<file path="src/gpib_fast_pkg.sv">
// Shared constants, timing figures and state types for the fast transfer configuration block.
// Assumes a single 200 MHz clock; every bus line is active low on the wire.
package gpib_fast_pkg;

	localparam int CLK_PERIOD_NS = 5;

	// Least times round up to whole cycles, never below one cycle.
	function automatic int ns_to_cyc(input int ns);
		int c;
		c = (ns + CLK_PERIOD_NS - 1) / CLK_PERIOD_NS;
		return (c < 1) ? 1 : c;
	endfunction

	// Command codes, seven bits; the eighth data line is ignored for commands.
	localparam logic [6:0] CFG_ENABLE_MSG   = 7'h1f;
	localparam logic [2:0] SEC_CFG_GROUP    = 3'h6;
	localparam int         SEC_GROUP_LSB    = 4;
	localparam int         CABLE_LEN_W      = 4;
	localparam logic [3:0] CABLE_LEN_RST    = 4'h0;

	// Handshake timing in nanoseconds and the derived cycle counts.
	localparam int STD_SETTLE_NS        = 2000;
	localparam int FAST_SETTLE_BASE_NS  = 40;
	localparam int FAST_PER_METRE_NS    = 5;
	localparam int FAST_DAV_PULSE_NS    = 40;
	localparam int FAST_HOLD_NS         = 45;
	localparam int CNT_W                = 10;

	localparam logic [9:0] STD_SETTLE_CYC       = 10'(ns_to_cyc(STD_SETTLE_NS));
	localparam logic [9:0] FAST_SETTLE_BASE_CYC = 10'(ns_to_cyc(FAST_SETTLE_BASE_NS));
	localparam logic [9:0] FAST_PER_METRE_CYC   = 10'(ns_to_cyc(FAST_PER_METRE_NS));
	localparam logic [9:0] FAST_DAV_PULSE_CYC   = 10'(ns_to_cyc(FAST_DAV_PULSE_NS));
	localparam logic [9:0] FAST_HOLD_CYC        = 10'(ns_to_cyc(FAST_HOLD_NS));

	typedef enum logic [1:0] {
		CFG_IDLE,
		CFG_ARMED
	} cfg_state_t;

	typedef enum logic [1:0] {
		AH_OFF,
		AH_READY,
		AH_ACCEPTED
	} ah_state_t;

	typedef enum logic [2:0] {
		SH_IDLE,
		SH_SETTLE,
		SH_STD_DAV,
		SH_FAST_DAV,
		SH_FAST_HOLD
	} sh_state_t;

endpackage

</file>
<file path="src/line_sync.sv">
// Three-stage synchroniser with agreement filter for asynchronous bus lines.
// Assumes the lines are levels; a change is taken once stages two and three agree.
`timescale 1ns/1ps
module line_sync #(
	parameter int W = 12
) (
	// Clock, reset and enable
	input  wire logic         mclk_i,
	input  wire logic         sys_rst_i,
	input  wire logic         ce_i,
	// Lines
	input  wire logic [W-1:0] d_i,
	output logic      [W-1:0] q_o
);

	logic [W-1:0] s1_r;
	logic [W-1:0] s2_r;
	logic [W-1:0] s3_r;
	logic [W-1:0] q_r;

	// Resting level of every line is released, i.e. high.
	always_ff @(posedge mclk_i or posedge sys_rst_i) begin
		if (sys_rst_i) begin
			s1_r <= '1;
			s2_r <= '1;
			s3_r <= '1;
		end else if (ce_i) begin
			s1_r <= d_i;
			s2_r <= s1_r;
			s3_r <= s2_r;
		end
	end

	// Bits only move where the last two stages agree, which rejects single-cycle glitches.
	always_ff @(posedge mclk_i or posedge sys_rst_i) begin
		if (sys_rst_i) begin
			q_r <= '1;
		end else if (ce_i) begin
			q_r <= (q_r & (s2_r ^ s3_r)) | (s3_r & ~(s2_r ^ s3_r));
		end
	end

	assign q_o = q_r;

endmodule // line_sync

</file>
<file path="src/gpib_fast_cfg.sv">
// Device-side bus handshake with fast non-interlocked mode and cable-length configuration.
// Assumes addressing is decoded upstream and the open-drain wiring is resolved outside.
`timescale 1ns/1ps
module gpib_fast_cfg (
	// Clock, reset and enable
	input  wire logic       mclk_i,
	input  wire logic       sys_rst_i,
	input  wire logic       ce_i,
	// Bus data lines
	input  wire logic [7:0] dio_i,
	output logic      [7:0] dio_o,
	output logic            dio_oe_n_o,
	// Bus handshake and attention lines
	input  wire logic       atn_n_i,
	input  wire logic       dav_n_i,
	output logic            dav_n_o,
	output logic            dav_oe_n_o,
	input  wire logic       nrfd_n_i,
	output logic            nrfd_n_o,
	output logic            nrfd_oe_n_o,
	input  wire logic       ndac_n_i,
	output logic            ndac_n_o,
	output logic            ndac_oe_n_o,
	// Addressing from upstream decode
	input  wire logic       talk_addr_i,
	input  wire logic       listen_addr_i,
	// Received bytes
	input  wire logic       rx_ready_i,
	output logic            rx_valid_o,
	output logic [7:0]      rx_data_o,
	output logic            rx_cmd_o,
	// Bytes to send
	input  wire logic       tx_valid_i,
	input  wire logic [7:0] tx_data_i,
	output logic            tx_ready_o,
	// Status
	output logic            fast_cfg_o,
	output logic [3:0]      cable_len_o,
	output logic            fast_active_o
);

	logic [11:0] sync_q;
	logic [7:0]  bus_byte;
	logic        atn;
	logic        dav;
	logic        nrfd_rel;
	logic        ndac_rel;
	logic        dav_d_r;

	line_sync #(
		.W (12)
	) u_sync (
		.mclk_i    (mclk_i),
		.sys_rst_i (sys_rst_i),
		.ce_i      (ce_i),
		.d_i       ({ndac_n_i, nrfd_n_i, dav_n_i, atn_n_i, dio_i}),
		.q_o       (sync_q)
	);

	assign bus_byte = ~sync_q[7:0];
	assign atn      = ~sync_q[8];
	assign dav      = ~sync_q[9];
	assign nrfd_rel = sync_q[10];
	assign ndac_rel = sync_q[11];

	gpib_fast_pkg::cfg_state_t cfg_st_r;
	gpib_fast_pkg::ah_state_t  ah_st_r;
	gpib_fast_pkg::sh_state_t  sh_st_r;

	logic                                    cfg_done_r;
	logic [gpib_fast_pkg::CABLE_LEN_W-1:0]   cable_len_r;
	logic [gpib_fast_pkg::CNT_W-1:0]         fast_settle_r;
	logic [gpib_fast_pkg::CNT_W-1:0]         cnt_r;
	logic                                    fast_byte_r;
	logic                                    cmd_take;
	logic                                    ah_on;
	logic                                    fast_rx;
	logic                                    dav_fall;
	logic                                    nrfd_rel_r;
	logic                                    ndac_rel_r;
	logic                                    dav_rel_r;
	logic [7:0]                              dio_r;
	logic                                    dio_drive_r;
	logic                                    rx_valid_r;
	logic [7:0]                              rx_data_r;
	logic                                    rx_cmd_r;
	logic                                    tx_ready_r;

	assign dav_fall = dav & ~dav_d_r;
	assign ah_on    = atn | listen_addr_i;
	// Commands always go interlocked; fast reception needs configuration and listen address.
	assign fast_rx  = cfg_done_r & listen_addr_i & ~atn;
	// Same condition as the acceptor's take, so a refused byte never counts for configuration.
	assign cmd_take = (ah_st_r == gpib_fast_pkg::AH_READY) & dav_fall & nrfd_rel_r & atn;

	always_ff @(posedge mclk_i or posedge sys_rst_i) begin
		if (sys_rst_i) begin
			dav_d_r <= 1'b0;
		end else if (ce_i) begin
			dav_d_r <= dav;
		end
	end

	// Configuration sequence watcher on accepted command bytes.
	always_ff @(posedge mclk_i or posedge sys_rst_i) begin
		if (sys_rst_i) begin
			cfg_st_r      <= gpib_fast_pkg::CFG_IDLE;
			cfg_done_r    <= 1'b0;
			cable_len_r   <= gpib_fast_pkg::CABLE_LEN_RST;
			fast_settle_r <= gpib_fast_pkg::FAST_SETTLE_BASE_CYC;
		end else if (ce_i && cmd_take) begin
			unique case (cfg_st_r)
				gpib_fast_pkg::CFG_IDLE: begin
					if (bus_byte[6:0] == gpib_fast_pkg::CFG_ENABLE_MSG) begin
						cfg_st_r <= gpib_fast_pkg::CFG_ARMED;
					end
				end
				gpib_fast_pkg::CFG_ARMED: begin
					// Any other byte drops the arming and leaves the speed setting alone.
					cfg_st_r <= gpib_fast_pkg::CFG_IDLE;
					if (bus_byte[6:gpib_fast_pkg::SEC_GROUP_LSB] == gpib_fast_pkg::SEC_CFG_GROUP) begin
						cable_len_r   <= bus_byte[3:0];
						cfg_done_r    <= 1'b1;
						fast_settle_r <= gpib_fast_pkg::FAST_SETTLE_BASE_CYC
							+ 10'(bus_byte[3:0]) * gpib_fast_pkg::FAST_PER_METRE_CYC;
					end
				end
				default: begin
					cfg_st_r <= gpib_fast_pkg::CFG_IDLE;
				end
			endcase
		end
	end

	// Acceptor handshake.
	always_ff @(posedge mclk_i or posedge sys_rst_i) begin
		if (sys_rst_i) begin
			ah_st_r    <= gpib_fast_pkg::AH_OFF;
			nrfd_rel_r <= 1'b1;
			ndac_rel_r <= 1'b1;
			rx_valid_r <= 1'b0;
			rx_data_r  <= 8'h00;
			rx_cmd_r   <= 1'b0;
		end else if (ce_i) begin
			rx_valid_r <= 1'b0;
			unique case (ah_st_r)
				gpib_fast_pkg::AH_OFF: begin
					nrfd_rel_r <= 1'b1;
					ndac_rel_r <= 1'b1;
					if (ah_on) begin
						ah_st_r    <= gpib_fast_pkg::AH_READY;
						nrfd_rel_r <= 1'b0;
						ndac_rel_r <= 1'b0;
					end
				end
				gpib_fast_pkg::AH_READY: begin
					// Data is only invited when the consumer can take it; there is no buffer.
					nrfd_rel_r <= atn | rx_ready_i;
					// A released acceptance line before valid data tells the talker we are fast.
					ndac_rel_r <= fast_rx & rx_ready_i;
					if (!ah_on) begin
						ah_st_r <= gpib_fast_pkg::AH_OFF;
					end else if (dav_fall && nrfd_rel_r) begin
						rx_valid_r <= 1'b1;
						rx_data_r  <= bus_byte;
						rx_cmd_r   <= atn;
						if (fast_rx) begin
							ah_st_r <= gpib_fast_pkg::AH_ACCEPTED;
						end else begin
							ah_st_r    <= gpib_fast_pkg::AH_ACCEPTED;
							nrfd_rel_r <= 1'b0;
							ndac_rel_r <= 1'b1;
						end
					end
				end
				gpib_fast_pkg::AH_ACCEPTED: begin
					if (!dav) begin
						ah_st_r    <= ah_on ? gpib_fast_pkg::AH_READY : gpib_fast_pkg::AH_OFF;
						ndac_rel_r <= ~ah_on;
						nrfd_rel_r <= ~ah_on;
					end
				end
				default: begin
					ah_st_r <= gpib_fast_pkg::AH_OFF;
				end
			endcase
		end
	end

	// Source handshake, choosing fast or interlocked per byte.
	always_ff @(posedge mclk_i or posedge sys_rst_i) begin
		if (sys_rst_i) begin
			sh_st_r     <= gpib_fast_pkg::SH_IDLE;
			cnt_r       <= '0;
			fast_byte_r <= 1'b0;
			dav_rel_r   <= 1'b1;
			dio_r       <= 8'h00;
			dio_drive_r <= 1'b0;
			tx_ready_r  <= 1'b0;
		end else if (ce_i) begin
			tx_ready_r <= 1'b0;
			if (atn || !talk_addr_i) begin
				sh_st_r     <= gpib_fast_pkg::SH_IDLE;
				dav_rel_r   <= 1'b1;
				dio_drive_r <= 1'b0;
			end else begin
				unique case (sh_st_r)
					gpib_fast_pkg::SH_IDLE: begin
						dav_rel_r <= 1'b1;
						if (tx_valid_i && !tx_ready_r) begin
							tx_ready_r  <= 1'b1;
							dio_r       <= ~tx_data_i;
							dio_drive_r <= 1'b1;
							// Fast only when every listener has released acceptance early.
							fast_byte_r <= cfg_done_r & ndac_rel & nrfd_rel;
							cnt_r       <= (cfg_done_r & ndac_rel & nrfd_rel)
								? fast_settle_r : gpib_fast_pkg::STD_SETTLE_CYC;
							sh_st_r     <= gpib_fast_pkg::SH_SETTLE;
						end
					end
					gpib_fast_pkg::SH_SETTLE: begin
						if (cnt_r > 10'h001) begin
							cnt_r <= cnt_r - 10'h001;
						end else if (nrfd_rel) begin
							dav_rel_r <= 1'b0;
							cnt_r     <= gpib_fast_pkg::FAST_DAV_PULSE_CYC;
							sh_st_r   <= fast_byte_r ? gpib_fast_pkg::SH_FAST_DAV
								: gpib_fast_pkg::SH_STD_DAV;
						end
					end
					gpib_fast_pkg::SH_STD_DAV: begin
						if (ndac_rel) begin
							dav_rel_r   <= 1'b1;
							dio_drive_r <= 1'b0;
							sh_st_r     <= gpib_fast_pkg::SH_IDLE;
						end
					end
					gpib_fast_pkg::SH_FAST_DAV: begin
						// Short fixed pulse with no wait on acceptance keeps the byte rate up.
						if (cnt_r > 10'h001) begin
							cnt_r <= cnt_r - 10'h001;
						end else begin
							dav_rel_r <= 1'b1;
							cnt_r     <= gpib_fast_pkg::FAST_HOLD_CYC;
							sh_st_r   <= gpib_fast_pkg::SH_FAST_HOLD;
						end
					end
					gpib_fast_pkg::SH_FAST_HOLD: begin
						if (cnt_r > 10'h001) begin
							cnt_r <= cnt_r - 10'h001;
						end else begin
							dio_drive_r <= 1'b0;
							sh_st_r     <= gpib_fast_pkg::SH_IDLE;
						end
					end
					default: begin
						sh_st_r <= gpib_fast_pkg::SH_IDLE;
					end
				endcase
			end
		end
	end

	assign dio_o         = dio_r;
	assign dio_oe_n_o    = ~dio_drive_r;
	assign dav_n_o       = dav_rel_r;
	assign dav_oe_n_o    = dav_rel_r;
	assign nrfd_n_o      = nrfd_rel_r;
	assign nrfd_oe_n_o   = nrfd_rel_r;
	assign ndac_n_o      = ndac_rel_r;
	assign ndac_oe_n_o   = ndac_rel_r;
	assign rx_valid_o    = rx_valid_r;
	assign rx_data_o     = rx_data_r;
	assign rx_cmd_o      = rx_cmd_r;
	assign tx_ready_o    = tx_ready_r;
	assign fast_cfg_o    = cfg_done_r;
	assign cable_len_o   = cable_len_r;
	assign fast_active_o = fast_byte_r;

endmodule // gpib_fast_cfg

</file>
<file path="config.mk">
export PLATFORM = sky130hd
export DESIGN_NAME = gpib_fast_cfg
export DESIGN_NICKNAME = d
export VERILOG_FILES = /design/src/gpib_fast_pkg.sv /design/src/line_sync.sv /design/src/gpib_fast_cfg.sv
export SDC_FILE = /design/constraint.sdc
export NUM_CORES = 1
export LEC_CHECK = 0
export CELL_PAD_IN_SITES_DETAIL_PLACEMENT = 1
export CELL_PAD_IN_SITES_GLOBAL_PLACEMENT = 2
export CORE_UTILIZATION = 38
export CTS_BUF_LIST = sky130_fd_sc_hd__clkbuf_4
export CTS_CLUSTER_SIZE = 14
export DETAILED_ROUTE_END_ITERATION = 10
export DONT_BUFFER_PORTS = 1
export PLACE_DENSITY_LB_ADDON = 0.1
export SYNTH_ARGS = -nofsm -noshare
export SYNTH_HDL_FRONTEND = slang
export SYNTH_SLANG_ARGS = --single-unit
</file>
<file path="constraint.sdc">
create_clock -name mclk_i -period 2.5 [get_ports mclk_i]
set_clock_uncertainty 0.15 [all_clocks]
set_input_delay 0.125 -clock mclk_i [delete_from_list [all_inputs] [get_ports mclk_i]]
set_output_delay 0.125 -clock mclk_i [all_outputs]
set_load 0.02 [all_outputs]
</file>
; Word-level counts from Yosys, hierarchy flattened
; Index checks and enable logic that the tools add are counted.
[word_totals]
reg_bits = 105
out_inout_bits = 32
[classes]
addsub = 2
n_lt_le_gt_ge = 1
eq_ne = 22
muxes = 51
n_bitwise = 24
reduce_logical = 23
[ops]
columns = operator, count
row1 = $mux W10, 6
row2 = $pmux W10 S4, 1
row3 = $mux W1, 25
row4 = $and A12 B12 Y12, 2
row5 = $mux W3, 7
row6 = $not A8 Y8, 2
row7 = $pmux W3 S5, 1
row8 = $mux W2, 6
row9 = $ne A3 B2 Y1 const B, 4
row10 = $ne A3 B3 Y1 const B, 4
row11 = $not A12 Y12, 1
row12 = $or A12 B12 Y12, 1
row13 = $reduce_and A4 Y1, 3
row14 = $reduce_and A6 Y1, 2
row15 = $xor A12 B12 Y12, 1
row16 = $gt A10 B1 Y1 const B, 1
row17 = $sub A10 B1 Y10 const B, 1
row18 = $and A1 B1 Y1, 9
row19 = $pmux W1 S3, 3
row20 = $ne A2 B2 Y1 const B, 4
row21 = $reduce_bool A4 Y1, 2
row22 = $eq A7 B5 Y1 const B, 1
row23 = $reduce_and A7 Y1, 1
row24 = $eq A3 B2 Y1 const B, 2
row25 = other kinds (20), 33

; Longest topological paths before layout
; Gate-level depths: netlist (run 1).
[depth]
depth_word = 7
depth_mapped = 9
depth_no_buf = 7

; Modules after synthesis
; From an unflattened synthesis (run 1), not the netlist that was laid out.
[unflattened]
cells_unflattened = 403
area_unflattened_um2 = 4484.3
[by_module_without_submodules]
columns = module, n_inst, cells_per_inst, area_each_um2, seq_area_each_um2
row1 = gpib_fast_cfg, 1, 273, 2483.6, 1181.1
row2 = line_sync, 1, 130, 2000.7, 1261.2

; Worst setup path before layout (run 1)
; No wires, ideal clock.
[synth_timing]
path_type = reg-to-reg
startpoint = reg cnt_r[2] (netlist name)
endpoint = reg cnt_r[0] (netlist name)
setup_ns = 0.125
arrival_time_ns = 1.982
t_required_ns = 2.225
setup_slack_ns = 0.243
path_stages_with_launch = 6
path_buffers = 1
synth_period_minus_slack_ns = 2.257
path_cell_list = dfrtp_1 or4_4 nor4_4 a221o_1 buf_6 mux2_2
[synth_between]
elab_chain_cells = 3
word_cells_on_any_way = 7
[synth_lines]
columns = element, line
row1 = start: declaration, gpib_fast_cfg.sv:73  ; logic [gpib_fast_pkg::CNT_W-1:0] cnt_r;
row2 = start signal: assignment, gpib_fast_cfg.sv:216  ; cnt_r <= (cfg_done_r & ndac_rel & nrfd_rel)
row3 = start signal: assignment, gpib_fast_cfg.sv:223  ; cnt_r <= cnt_r - 10'h001;
row4 = start signal: assignment, gpib_fast_cfg.sv:226  ; cnt_r <= gpib_fast_pkg::FAST_DAV_PULSE_CYC;
row5 = $gt A10 B1 Y1 (*), "gpib_fast_cfg.sv:222, gpib_fast_cfg.sv:240, gpib_fast_cfg.sv:249"
row6 = "$ne A3 B2 Y1 (no line), or another cell as far along", --
row7 = $reduce_and A6 Y1 (no line) / $pmux W10 S4 (equally long branches), --
; Every way passes the cells marked *; elsewhere a longest branch is shown, timed or not.
; A chain may end at the register's enable or synchronous reset.

; Worst setup path after layout (run 1)
[layout_timing]
startpoint = reg cnt_r[2] (netlist name)
endpoint = reg sh_st_r[2]
[layout_between]
elab_chain_cells = 3
word_cells_on_any_way = 5
[layout_lines]
columns = element, line
row1 = $gt A10 B1 Y1 (*), "gpib_fast_cfg.sv:222, gpib_fast_cfg.sv:240, gpib_fast_cfg.sv:249"
row2 = $ne A3 B3 Y1 (no line), --
row3 = $reduce_and A7 Y1 (no line) (*), --
row4 = end signal: assignment, gpib_fast_cfg.sv:227  ; sh_st_r <= fast_byte_r ? gpib_fast_pkg::SH_FAST_DAV
row5 = end signal: assignment, gpib_fast_cfg.sv:245  ; sh_st_r <= gpib_fast_pkg::SH_FAST_HOLD;
row6 = end signal: assignment, gpib_fast_cfg.sv:253  ; sh_st_r <= gpib_fast_pkg::SH_IDLE;
row7 = end: declaration, gpib_fast_cfg.sv:68  ; gpib_fast_pkg::sh_state_t sh_st_r;
; Marked as above.

==> reports/metrics.yaml, run 1 <==
synth:
  synth_fp_nets: 441
  synthDistinctLibCells: 54
  async_flop_share: 1.00
  syn_area_um2: 4370
  synth_edf_count: 0
  syn_area_per_cell_um2: 10.6
  synth-seq-cells: 95
  seq_area_frac_synth: 0.559
  yosysWarningCount: 0
  synth_ff_type: "dfstp_2"
  syn-instance-count: 412
pwr:
  power.internal_mw: 2.95
  power.share.sequential: 0.566
  p_sw_mw: 1.89
  swShare: 0.391
  power_mw: 4.84
  p_leak_nw: 2.10
  share_comb_of_total_power: 0.286
  clock_power_share: 0.148
  ir_drop_uv: 458
  p_per_area_nw_per_um2: 974
die:
  ioPinCount: 59
  fp.dieW_um: 109
  die_h_um: 109
  die-area_um2: 11900
  coreArea_um2: 11000
  initial_core_util: 0.396
  rows: 38
routing:
  dr.pass1.iters: 4
  via_count: 3164
  avgRoutedWirePerCell_um: 16.6
  viasPerCell: 5.34
  drt.antenna.violating_nets: 0
  wl_mm: 9.85
  drt-initial-drc-count: 99
  drc: 0
clocking:
  root_buffer: "clkbuf_4"
  cts_buffers: 9
  cts_buffer_depth: 2
  clkSinkCount: 95
  htreeDepth: 3
  insertion_delay_ps: 460
  cts_tree: "yes"
  clkTransAtPathRegs_ps: 140
timing:
  max_clock_freq_mhz: 417
  setup_violations: 0
  grt_setup_unrepaired: "no"
  setup_tns_ps: 0
  finalMaxSlewViolations: 0
  relSlewSlack: 0.562
  worst_pin_slew_ps: 657
  hold_viol: 0
  finalCritPeriodShare: 0.959
  min_period_ps: 2400
  fin_ws_ps: 102
finish:
  final_nets: 476
  final_util: 0.451
  diodes: 0
  syn2layout_area_growth_pct: 13.9
  fill_cells: 1231
  drive_gt1_frac: 0.305
placement:
  hpwl_mm: 6.69
  gp_congestion: 0.783
  portBuffers: 0
  place_ws_ps: 51.5
setup_path:
  end_kind: "register"
  crit_type: "register to register"
  worstPathMaxFanout: 5
  critPathArrivalTime_ps: 2600
  crit_required_ps: 2700
  critical_path.startpoint_type: "register"
grt:
  first_global_vias: 3297
  track_usage: 0.181
  overflow: 0
  grt_max_degree: 69
  grt_pass1_wl_mm: 16.5
  antenna_found_initial: 0
hold_path:
  hp-class: "input pin to register"
status:
  status: "complete, no violations"
run:
  cap_violations: 0
-- per-layer routing --
| layer | share of wire | up-vias | wire [um] | global-route usage |
|---|---|---|---|---|
| met2 | 0.49 | 37 | 4850 | 0.306 |
| met5 | 0 | - | 0 | 0 |
| li1 | - | 1511 | - | - |
| met4 | 0.017 | 0 | 166 | 0.0771 |
| met1 | 0.46 | 1603 | 4540 | 0.225 |
| met3 | 0.030 | 13 | 291 | 0.0365 |
-- Yosys cell counts, drive strengths merged (4+ instances only) --
master | n | share of area
o21ai | 75 | 0.086
dfstp | 52 | 0.31
nand2 | 49 | 0.043
dfrtp | 43 | 0.25
mux2 | 30 | 0.080
inv | 26 | 0.022
a21oi | 24 | 0.028
clkbuf | 15 | 0.013
nor2 | 15 | 0.013
nand3 | 10 | 0.011
buf | 9 | 0.019
nand2b | 8 | 0.011
a21o | 6 | 0.011
nor4 | 4 | 0.011
-- critical path: stages (launching register included) --
cell and delay [ps]:
dfrtp_1 430, or4_4 560, nor4_4 340, buf_4 190, o221a_2 220, nand2_2 90
mux2_4 300
-- path summary, 6_finish.rpt --
check	startpoint	end	slack, ps	cells after the start
max reg2reg	cnt_r[2]$_DFFE_PP0P_	sh_st_r[2]$_DFFE_PP0P_	100	6
min reg2reg	u_sync.s3_r[11]$_DFFE_PP1P_	u_sync.s3_r[11]$_DFFE_PP1P_	350	2
max	cnt_r[2]$_DFFE_PP0P_	sh_st_r[2]$_DFFE_PP0P_	100	6
max in group asynchronous	sys_rst_i	ah_st_r[1]$_DFFE_PP0P_	1040	3
min in group asynchronous	sys_rst_i	u_sync.s3_r[10]$_DFFE_PP1P_	210	2
min	talk_addr_i	cnt_r[1]$_DFFE_PP0P_	50	3
-- through the flow --
stage / hold WS [ps] / instance area, um2 / instances
floorplan: 86.7 / 4370 / 412
global placement: -84.7 / 4560 / 547
detailed placement: -78.4 / 4560 / 547
CTS: 1.66 / 4960 / 590
global route: 35.3 / 4970 / 592
finish: 54.3 / 4970 / 592
-- power groups by stage --
| stage | logic (mW) | clock network (mW) | registers [mW] |
|---|---|---|---|
| finish | 1.39 | 0.715 | 2.74 |
| global route | 1.58 | 0.818 | 2.83 |
| CTS | 1.38 | 0.765 | 2.75 |
| detailed placement | 1.32 | 0 | 2.78 |
| global placement | 1.27 | 0 | 2.76 |
| floorplan | 1.07 | 0 | 2.58 |
-- cell type report --
type,instances,area [um2],share of cell area
Tap cell,140,175,0.0352
Sequential cell,95,2440,0.491
Clock inverter,5,23.8,0.00478
Multi-Input combinational cell,267,1690,0.340
Timing Repair Buffer,48,458,0.0921
Inverter,26,101,0.0204
Clock buffer,11,82.6,0.0166
-- cell usage in the layout, fill, tap and decap left out, drive strengths merged, types with 2 or more instances in the layout --
master	count
o21ai	75
dfstp	52
nand2	49
dfrtp	43
mux2	30
dlygate4sd3	26
inv	26
a21oi	24
buf	22
nor2	15
clkbuf	11
nand3	10
nand2b	8
a21o	6
nor4	4
clkinv	4
nor3	3
nor2b	3
o22ai	3
or3b	2
nor3b	2
o221ai	2
o21a	2
a22o	2
a31oi	2
o31a	2
a32o	2
ha	2
nand4	2
-- cell families (layout without fill, tap and decap cells) --
family / after synthesis / count (layout) / synth area share
adders and majority gates: 2 / 2 / 0.00573
muxes: 30 / 30 / 0.0799
AOI/OAI and AO/OA: 129 / 129 / 0.176
DFF: 95 / 95 / 0.559
and+or+nand+nor: 106 / 106 / 0.125
buffers and inverters: 50 / 90 / 0.0544
-- repair_timing --
| item | 4_1_cts | 5_1_grt |
|---|---|---|
| resized for setup | 0 | 1 |
| hold endpoints to repair | 134 | 0 |
| hold buffers | 27 | 0 |
| buffers inserted | 0 | 2 |
| endpoints found under the setup margin | 0 | 9 |
Note: power is estimated with default switching activity, not from simulation.
==> inputs of run 2 (changes only) <==
==> config.mk (replaced) <==
export PLATFORM = sky130hd
export DESIGN_NAME = gpib_fast_cfg
export DESIGN_NICKNAME = d
export VERILOG_FILES = /design/src/gpib_fast_pkg.sv /design/src/line_sync.sv /design/src/gpib_fast_cfg.sv
export SDC_FILE = /design/constraint.sdc
export NUM_CORES = 1
export LEC_CHECK = 0
export CORE_UTILIZATION = 59
export CTS_BUF_LIST = sky130_fd_sc_hd__clkbuf_4
export CTS_CLUSTER_SIZE = 14
export DETAILED_ROUTE_END_ITERATION = 10
export DONT_BUFFER_PORTS = 1
export PLACE_DENSITY = 0.78
export SYNTH_ARGS = -nofsm -noshare
export SYNTH_HDL_FRONTEND = slang
export SYNTH_SLANG_ARGS = --single-unit
==> reports/metrics.yaml, run 2 (synthesis gave the netlist of run 1 again) <==
status:
  status: "complete, no violations"  # unchanged
finish:
  syn2layout_area_growth_pct: 13.4  # was 13.9%
  final_nets: 469  # was 476
  instances_no_fill: 544  # was 592
  diodes: 0  # unchanged
  drive_gt1_frac: 0.301  # was 0.305
  layout_commonest_cell: "o21ai_0"  # unchanged
  final_cell_mix: "o21ai_0 (75), dfstp_2 (52), nand2_1 (48)"  # unchanged
  final_util: 0.687  # was 0.451
clocking:
  cts_buffer_depth: 2  # unchanged
  htreeDepth: 3  # unchanged
  clkSinkCount: 95  # unchanged
  cts_tree: "yes"  # unchanged
  root_buffer: "clkbuf_4"  # unchanged
  cts_setup_buffers: 0  # unchanged
  clkTransAtPathRegs_ps: 160  # was 140 ps
  cts_buffers: 9  # unchanged
  insertion_delay_ps: 440  # was 460 ps
grt:
  antenna_found_initial: 0  # unchanged
  track_usage: 0.249  # was 0.181
  overflow: 0  # unchanged
  grt_pass1_wl_mm: 14.8  # was 16.5 mm
  grt_max_degree: 96  # was 69
  first_global_vias: 3039  # was 3297
timing:
  finalCritPeriodShare: 0.931  # was 0.959
  setup_tns_ps: 0  # unchanged
  grt_setup_unrepaired: "no"  # unchanged
  min_period_ps: 2330  # was 2400 ps
  finalMaxSlewViolations: 0  # unchanged
  max_clock_freq_mhz: 430  # was 417 MHz
  hold_viol: 0  # unchanged
  worst_pin_slew_ps: 727  # was 657 ps
  setup_violations: 0  # unchanged
  relSlewSlack: 0.511  # was 0.562
  hold_slack_ps: 73.8  # was 54.3 ps
die:
  coreArea_um2: 7210  # was 11000 um2
  die_h_um: 88.0  # was 109 um
  ioPinCount: 59  # unchanged
  initial_core_util: 0.605  # was 0.396
  fp.dieW_um: 88.0  # was 109 um
  rows: 31  # was 38
  die-area_um2: 7750  # was 11900 um2
placement:
  place_inst: 501  # was 547
  portBuffers: 0  # unchanged
  gp_congestion: 0.913  # was 0.783
  hpwl_mm: 5.71  # was 6.69 mm
hold_path:
  hp-start: "ce_i"  # was talk_addr_i
  hp-class: "input pin to register"  # unchanged
routing:
  wl_mm: 8.98  # was 9.85 mm
  dr.pass1.iters: 6  # was 4
  drt-initial-drc-count: 203  # was 99
  drt.antenna.violating_nets: 0  # unchanged
  avgRoutedWirePerCell_um: 16.5  # was 16.6 um
  via_count: 3157  # was 3164
  drc: 0  # unchanged
  viasPerCell: 5.80  # was 5.34
setup_path:
  worstPathMaxFanout: 6  # was 5
  critical_path.startpoint_type: "register"  # unchanged
  reg2reg_from: "cnt_r[2]$_DFFE_PP0P_"  # unchanged
  startpoint: "cnt_r[2]$_DFFE_PP0P_"  # unchanged
  crit_type: "register to register"  # unchanged
  setup.worst_path.end: "sh_st_r[0]$_DFFE_PP0P_"  # was sh_st_r[2]$_DFFE_PP0P_
  critPathArrivalTime_ps: 2500  # was 2600 ps
  worst-r2r-cell-count: 6  # unchanged
  r2r_end: "sh_st_r[0]$_DFFE_PP0P_"  # was sh_st_r[2]$_DFFE_PP0P_
  end_kind: "register"  # unchanged
  crit_required_ps: 2670  # was 2700 ps
  r2r_setup_slack_ps: 170  # was 100 ps
pwr:
  p_leak_nw: 2.10  # about the same
  ir_drop_uv: 631  # was 458 uV
  power_mw: 5.10  # was 4.84 mW
  p_per_area_nw_per_um2: 1030  # was 974 nW/um2
run:
  cap_violations: 0  # unchanged
==> run 2: changes by cell type in the layout (fill, tap and decap cells not counted) <==
cell | before | now
inv_6 | 0 | 2
buf_4 | 20 | 13
bufinv_16 | 0 | 3
clkinv_1 | 2 | 0
clkbuf_4 | 11 | 9
inv_4 | 1 | 0
a21oi_2 | 1 | 2
a21oi_1 | 23 | 22
==> run 2: per-stage QoR <==
step | setup WS, ps | cell area [um2]
finish | 173 | 4950
floorplan | 243 | 4370
global placement | 191 | 4470
global route | 106 | 4950
detailed placement | 138 | 4470
CTS | 105 | 4950
==> run 2: critical path, stage by stage (launching register included) <==
cell and delay (ps):
dfrtp_1 430, or4_4 560, nor4_4 280, buf_4 190
o221a_2 230, nand2_2 90, mux2_4 300
==> run 2: where the power goes <==
group	leakage [nW]	switching [mW]	total [mW]	internal, mW
logic	0.891	0.750	1.34	0.589
clock network	0.101	0.520	1.03	0.511
registers	1.11	0.636	2.73	2.10
==> run 2: worst min-delay path by stage <==
stage	endpoint	slack, ps	cells after the start
floorplan	dio_o[0]$_DFFE_PP0P_	90	1
global placement	tx_ready_o$_DFFE_PP0P_	30	2
detailed placement	tx_ready_o$_DFFE_PP0P_	30	2
CTS	dio_o[2]$_DFFE_PP0P_	50	2
global route	dio_drive_r$_DFFE_PP0P_	80	3
finish	dio_o[5]$_DFFE_PP0P_	70	2
==> run 2: cell type report <==
cell class,instances,area (um2)
tap,99,124
timing repair buffer,41,405
clock inverter,7,118
fill,578,2260
clock buffer,9,67.6
inverter,26,101
multi-input combinational,267,1700
sequential,95,2440
==> run 2: routing by layer <==
| layer | track usage | vias to the layer above | routed length, um |
|---|---|---|---|
| li1 | - | 1495 | - |
| met5 | 0 | - | 0 |
| met2 | 0.416 | 97 | 4510 |
| met1 | 0.333 | 1555 | 3920 |
| met4 | 0.0850 | 0 | 102 |
| met3 | 0.0415 | 10 | 439 |
==> run 2: what timing repair did <==
item | in CTS | in global routing
hold buffers | 27 | 0
endpoints found under the hold margin | 171 | 0
resized for setup | 0 | 2
endpoints found under the setup margin | 0 | 3
==> inputs of run 3 (changes only) <==
--- a/config.mk
+++ b/config.mk
@@ -5,12 +5,11 @@
 export SDC_FILE = /design/constraint.sdc
 export NUM_CORES = 1
 export LEC_CHECK = 0
-export CORE_UTILIZATION = 59
-export CTS_BUF_LIST = sky130_fd_sc_hd__clkbuf_4
+export CORE_UTILIZATION = 57
 export CTS_CLUSTER_SIZE = 14
 export DETAILED_ROUTE_END_ITERATION = 10
 export DONT_BUFFER_PORTS = 1
-export PLACE_DENSITY = 0.78
+export PLACE_DENSITY = 0.75
 export SYNTH_ARGS = -nofsm -noshare
 export SYNTH_HDL_FRONTEND = slang
 export SYNTH_SLANG_ARGS = --single-unit
==> reports/metrics.yaml, run 3 (synthesis gave the netlist of run 1 again) <==
timing:
  setup_tns_ps: 0  # unchanged
  grt_setup_unrepaired: "no"  # unchanged
  finalMaxSlewViolations: 0  # unchanged
  hold_viol: 0  # unchanged
  relSlewSlack: 0.414  # was 0.511
  setup_violations: 0  # unchanged
  worst_pin_slew_ps: 877  # was 727 ps
  finalCritPeriodShare: 0.934  # was 0.931
  max_clock_freq_mhz: 428  # was 430 MHz
  min_period_ps: 2330  # about the same
clocking:
  insertion_delay_ps: 360  # was 440 ps
  cts_buffer_depth: 2  # unchanged
  cts_setup_buffers: 0  # unchanged
  root_buffer: "clkbuf_8"  # was clkbuf_4
  cts_tree: "yes"  # unchanged
  cts_buffers: 9  # unchanged
  clkTransAtPathRegs_ps: 90  # was 160 ps
  clkSinkCount: 95  # unchanged
  htreeDepth: 3  # unchanged
pwr:
  p_per_area_nw_per_um2: 1010  # was 1030 nW/um2
  ir_drop_uv: 621  # was 631 uV
  power_mw: 4.99  # was 5.10 mW
  p_leak_nw: 2.09  # was 2.10 nW
finish:
  fill_cells: 555  # was 578
  diodes: 0  # unchanged
  layout_commonest_cell: "o21ai_0"  # unchanged
  syn2layout_area_growth_pct: 13.3  # was 13.4%
  multiInputGateArea_um2: 1690  # was 1700 um2
  drive_gt1_frac: 0.295  # was 0.301
  ff_latch_area_um2: 2440  # unchanged
  final_nets: 468  # was 469
  final_cell_mix: "o21ai_0 (75), dfstp_2 (52), nand2_1 (48)"  # unchanged
die:
  initial_core_util: 0.596  # was 0.605
  die-area_um2: 8020  # was 7750 um2
  die_h_um: 89.5  # was 88.0 um
  rows: 31  # unchanged
  coreArea_um2: 7330  # was 7210 um2
  ioPinCount: 59  # unchanged
  fp.dieW_um: 89.5  # was 88.0 um
grt:
  first_global_vias: 2921  # was 3039
  grt_pass1_wl_mm: 13.8  # was 14.8 mm
  antenna_found_initial: 0  # unchanged
  grt_max_degree: 68  # was 96
  overflow: 0  # unchanged
  track_usage: 0.230  # was 0.249
setup_path:
  critical_path.startpoint_type: "register"  # unchanged
  crit_type: "register to register"  # unchanged
  worstPathMaxFanout: 9  # was 6
  crit_required_ps: 2640  # was 2670 ps
  end_kind: "register"  # unchanged
  critPathArrivalTime_ps: 2470  # was 2500 ps
status:
  status: "complete, no violations"  # unchanged
placement:
  gp_congestion: 0.925  # was 0.913
  portBuffers: 0  # unchanged
  hpwl_mm: 5.59  # was 5.71 mm
routing:
  viasPerCell: 5.66  # was 5.80
  avgRoutedWirePerCell_um: 15.4  # was 16.5 um
  drt.antenna.violating_nets: 0  # unchanged
  dr.pass1.iters: 4  # was 6
  wl_mm: 8.36  # was 8.98 mm
  drt-initial-drc-count: 130  # was 203
  via_count: 3072  # was 3157
  drc: 0  # unchanged
hold_path:
  hp-class: "input pin to register"  # unchanged
run:
  cap_violations: 0  # unchanged
==> run 3: repair_timing <==
item,4_1_cts,5_1_grt
hold buffers,27,0
hold endpoints to repair,79,0
resized for setup,0,1
endpoints found under the setup margin,0,4
==> run 3: layout make-up <==
| cell class | instances | area share |
|---|---|---|
| flip-flops and latches | 95 | 0.494 |
| multi-input cells | 267 | 0.342 |
| repair buffers | 40 | 0.0804 |
| inverters | 26 | 0.0205 |
| clock buffers | 11 | 0.0308 |
| well taps | 99 | 0.0250 |
| clock inverters | 5 | 0.00784 |
==> run 3: critical path, stage by stage, from the launching register on <==
cell	delay (ps)
dfrtp_1	410
or4_4	570
nor4_4	290
a221o_1	430
buf_4	240
a21oi_1	60
o22ai_2	140
==> run 3: power breakdown <==
group,switching [mW],internal [mW]
Sequential,0.627,2.10
Combinational,0.727,0.578
Clock,0.531,0.428
==> run 3: path summary, 6_finish.rpt <==
kind	endpoint	from	cells past startpoint	slack, ps
setup / recovery	cnt_r[7]$_DFFE_PP0P_	cnt_r[2]$_DFFE_PP0P_	6	170
hold / removal	sh_st_r[2]$_DFFE_PP0P_	talk_addr_i	3	30
setup reg to reg	cnt_r[7]$_DFFE_PP0P_	cnt_r[2]$_DFFE_PP0P_	6	170
hold reg to reg	register	u_sync.s3_r[9]$_DFFE_PP1P_	2	350
max in group asynchronous	asynchronous set/reset pin	sys_rst_i	3	1160
min in group asynchronous	ah_st_r[1]$_DFFE_PP0P_	sys_rst_i	2	280
==> run 3: routing by layer <==
layer,share of wire,track usage
met5,0,0
met4,0.018,0.0952
met3,0.048,0.0628
met2,0.49,0.363
met1,0.45,0.302
==> run 3: stage by stage <==
| stage | utilization | instances | instance area, um2 | setup slack, ps | hold WS, ps |
|---|---|---|---|---|---|
| 3_5_place_dp | 0.609 | 500 | 4470 | 103 | 54.0 |
| 2_1_floorplan | - | 412 | 4370 | 243 | 86.7 |
| 5_1_grt | 0.675 | 543 | 4950 | 48.9 | 84.5 |
| 6_report | 0.675 | 543 | 4950 | 166 | 27.0 |
| 3_3_place_gp | 0.609 | 500 | 4470 | 156 | 48.8 |
| 4_1_cts | 0.675 | 543 | 4940 | 100 | 10.3 |
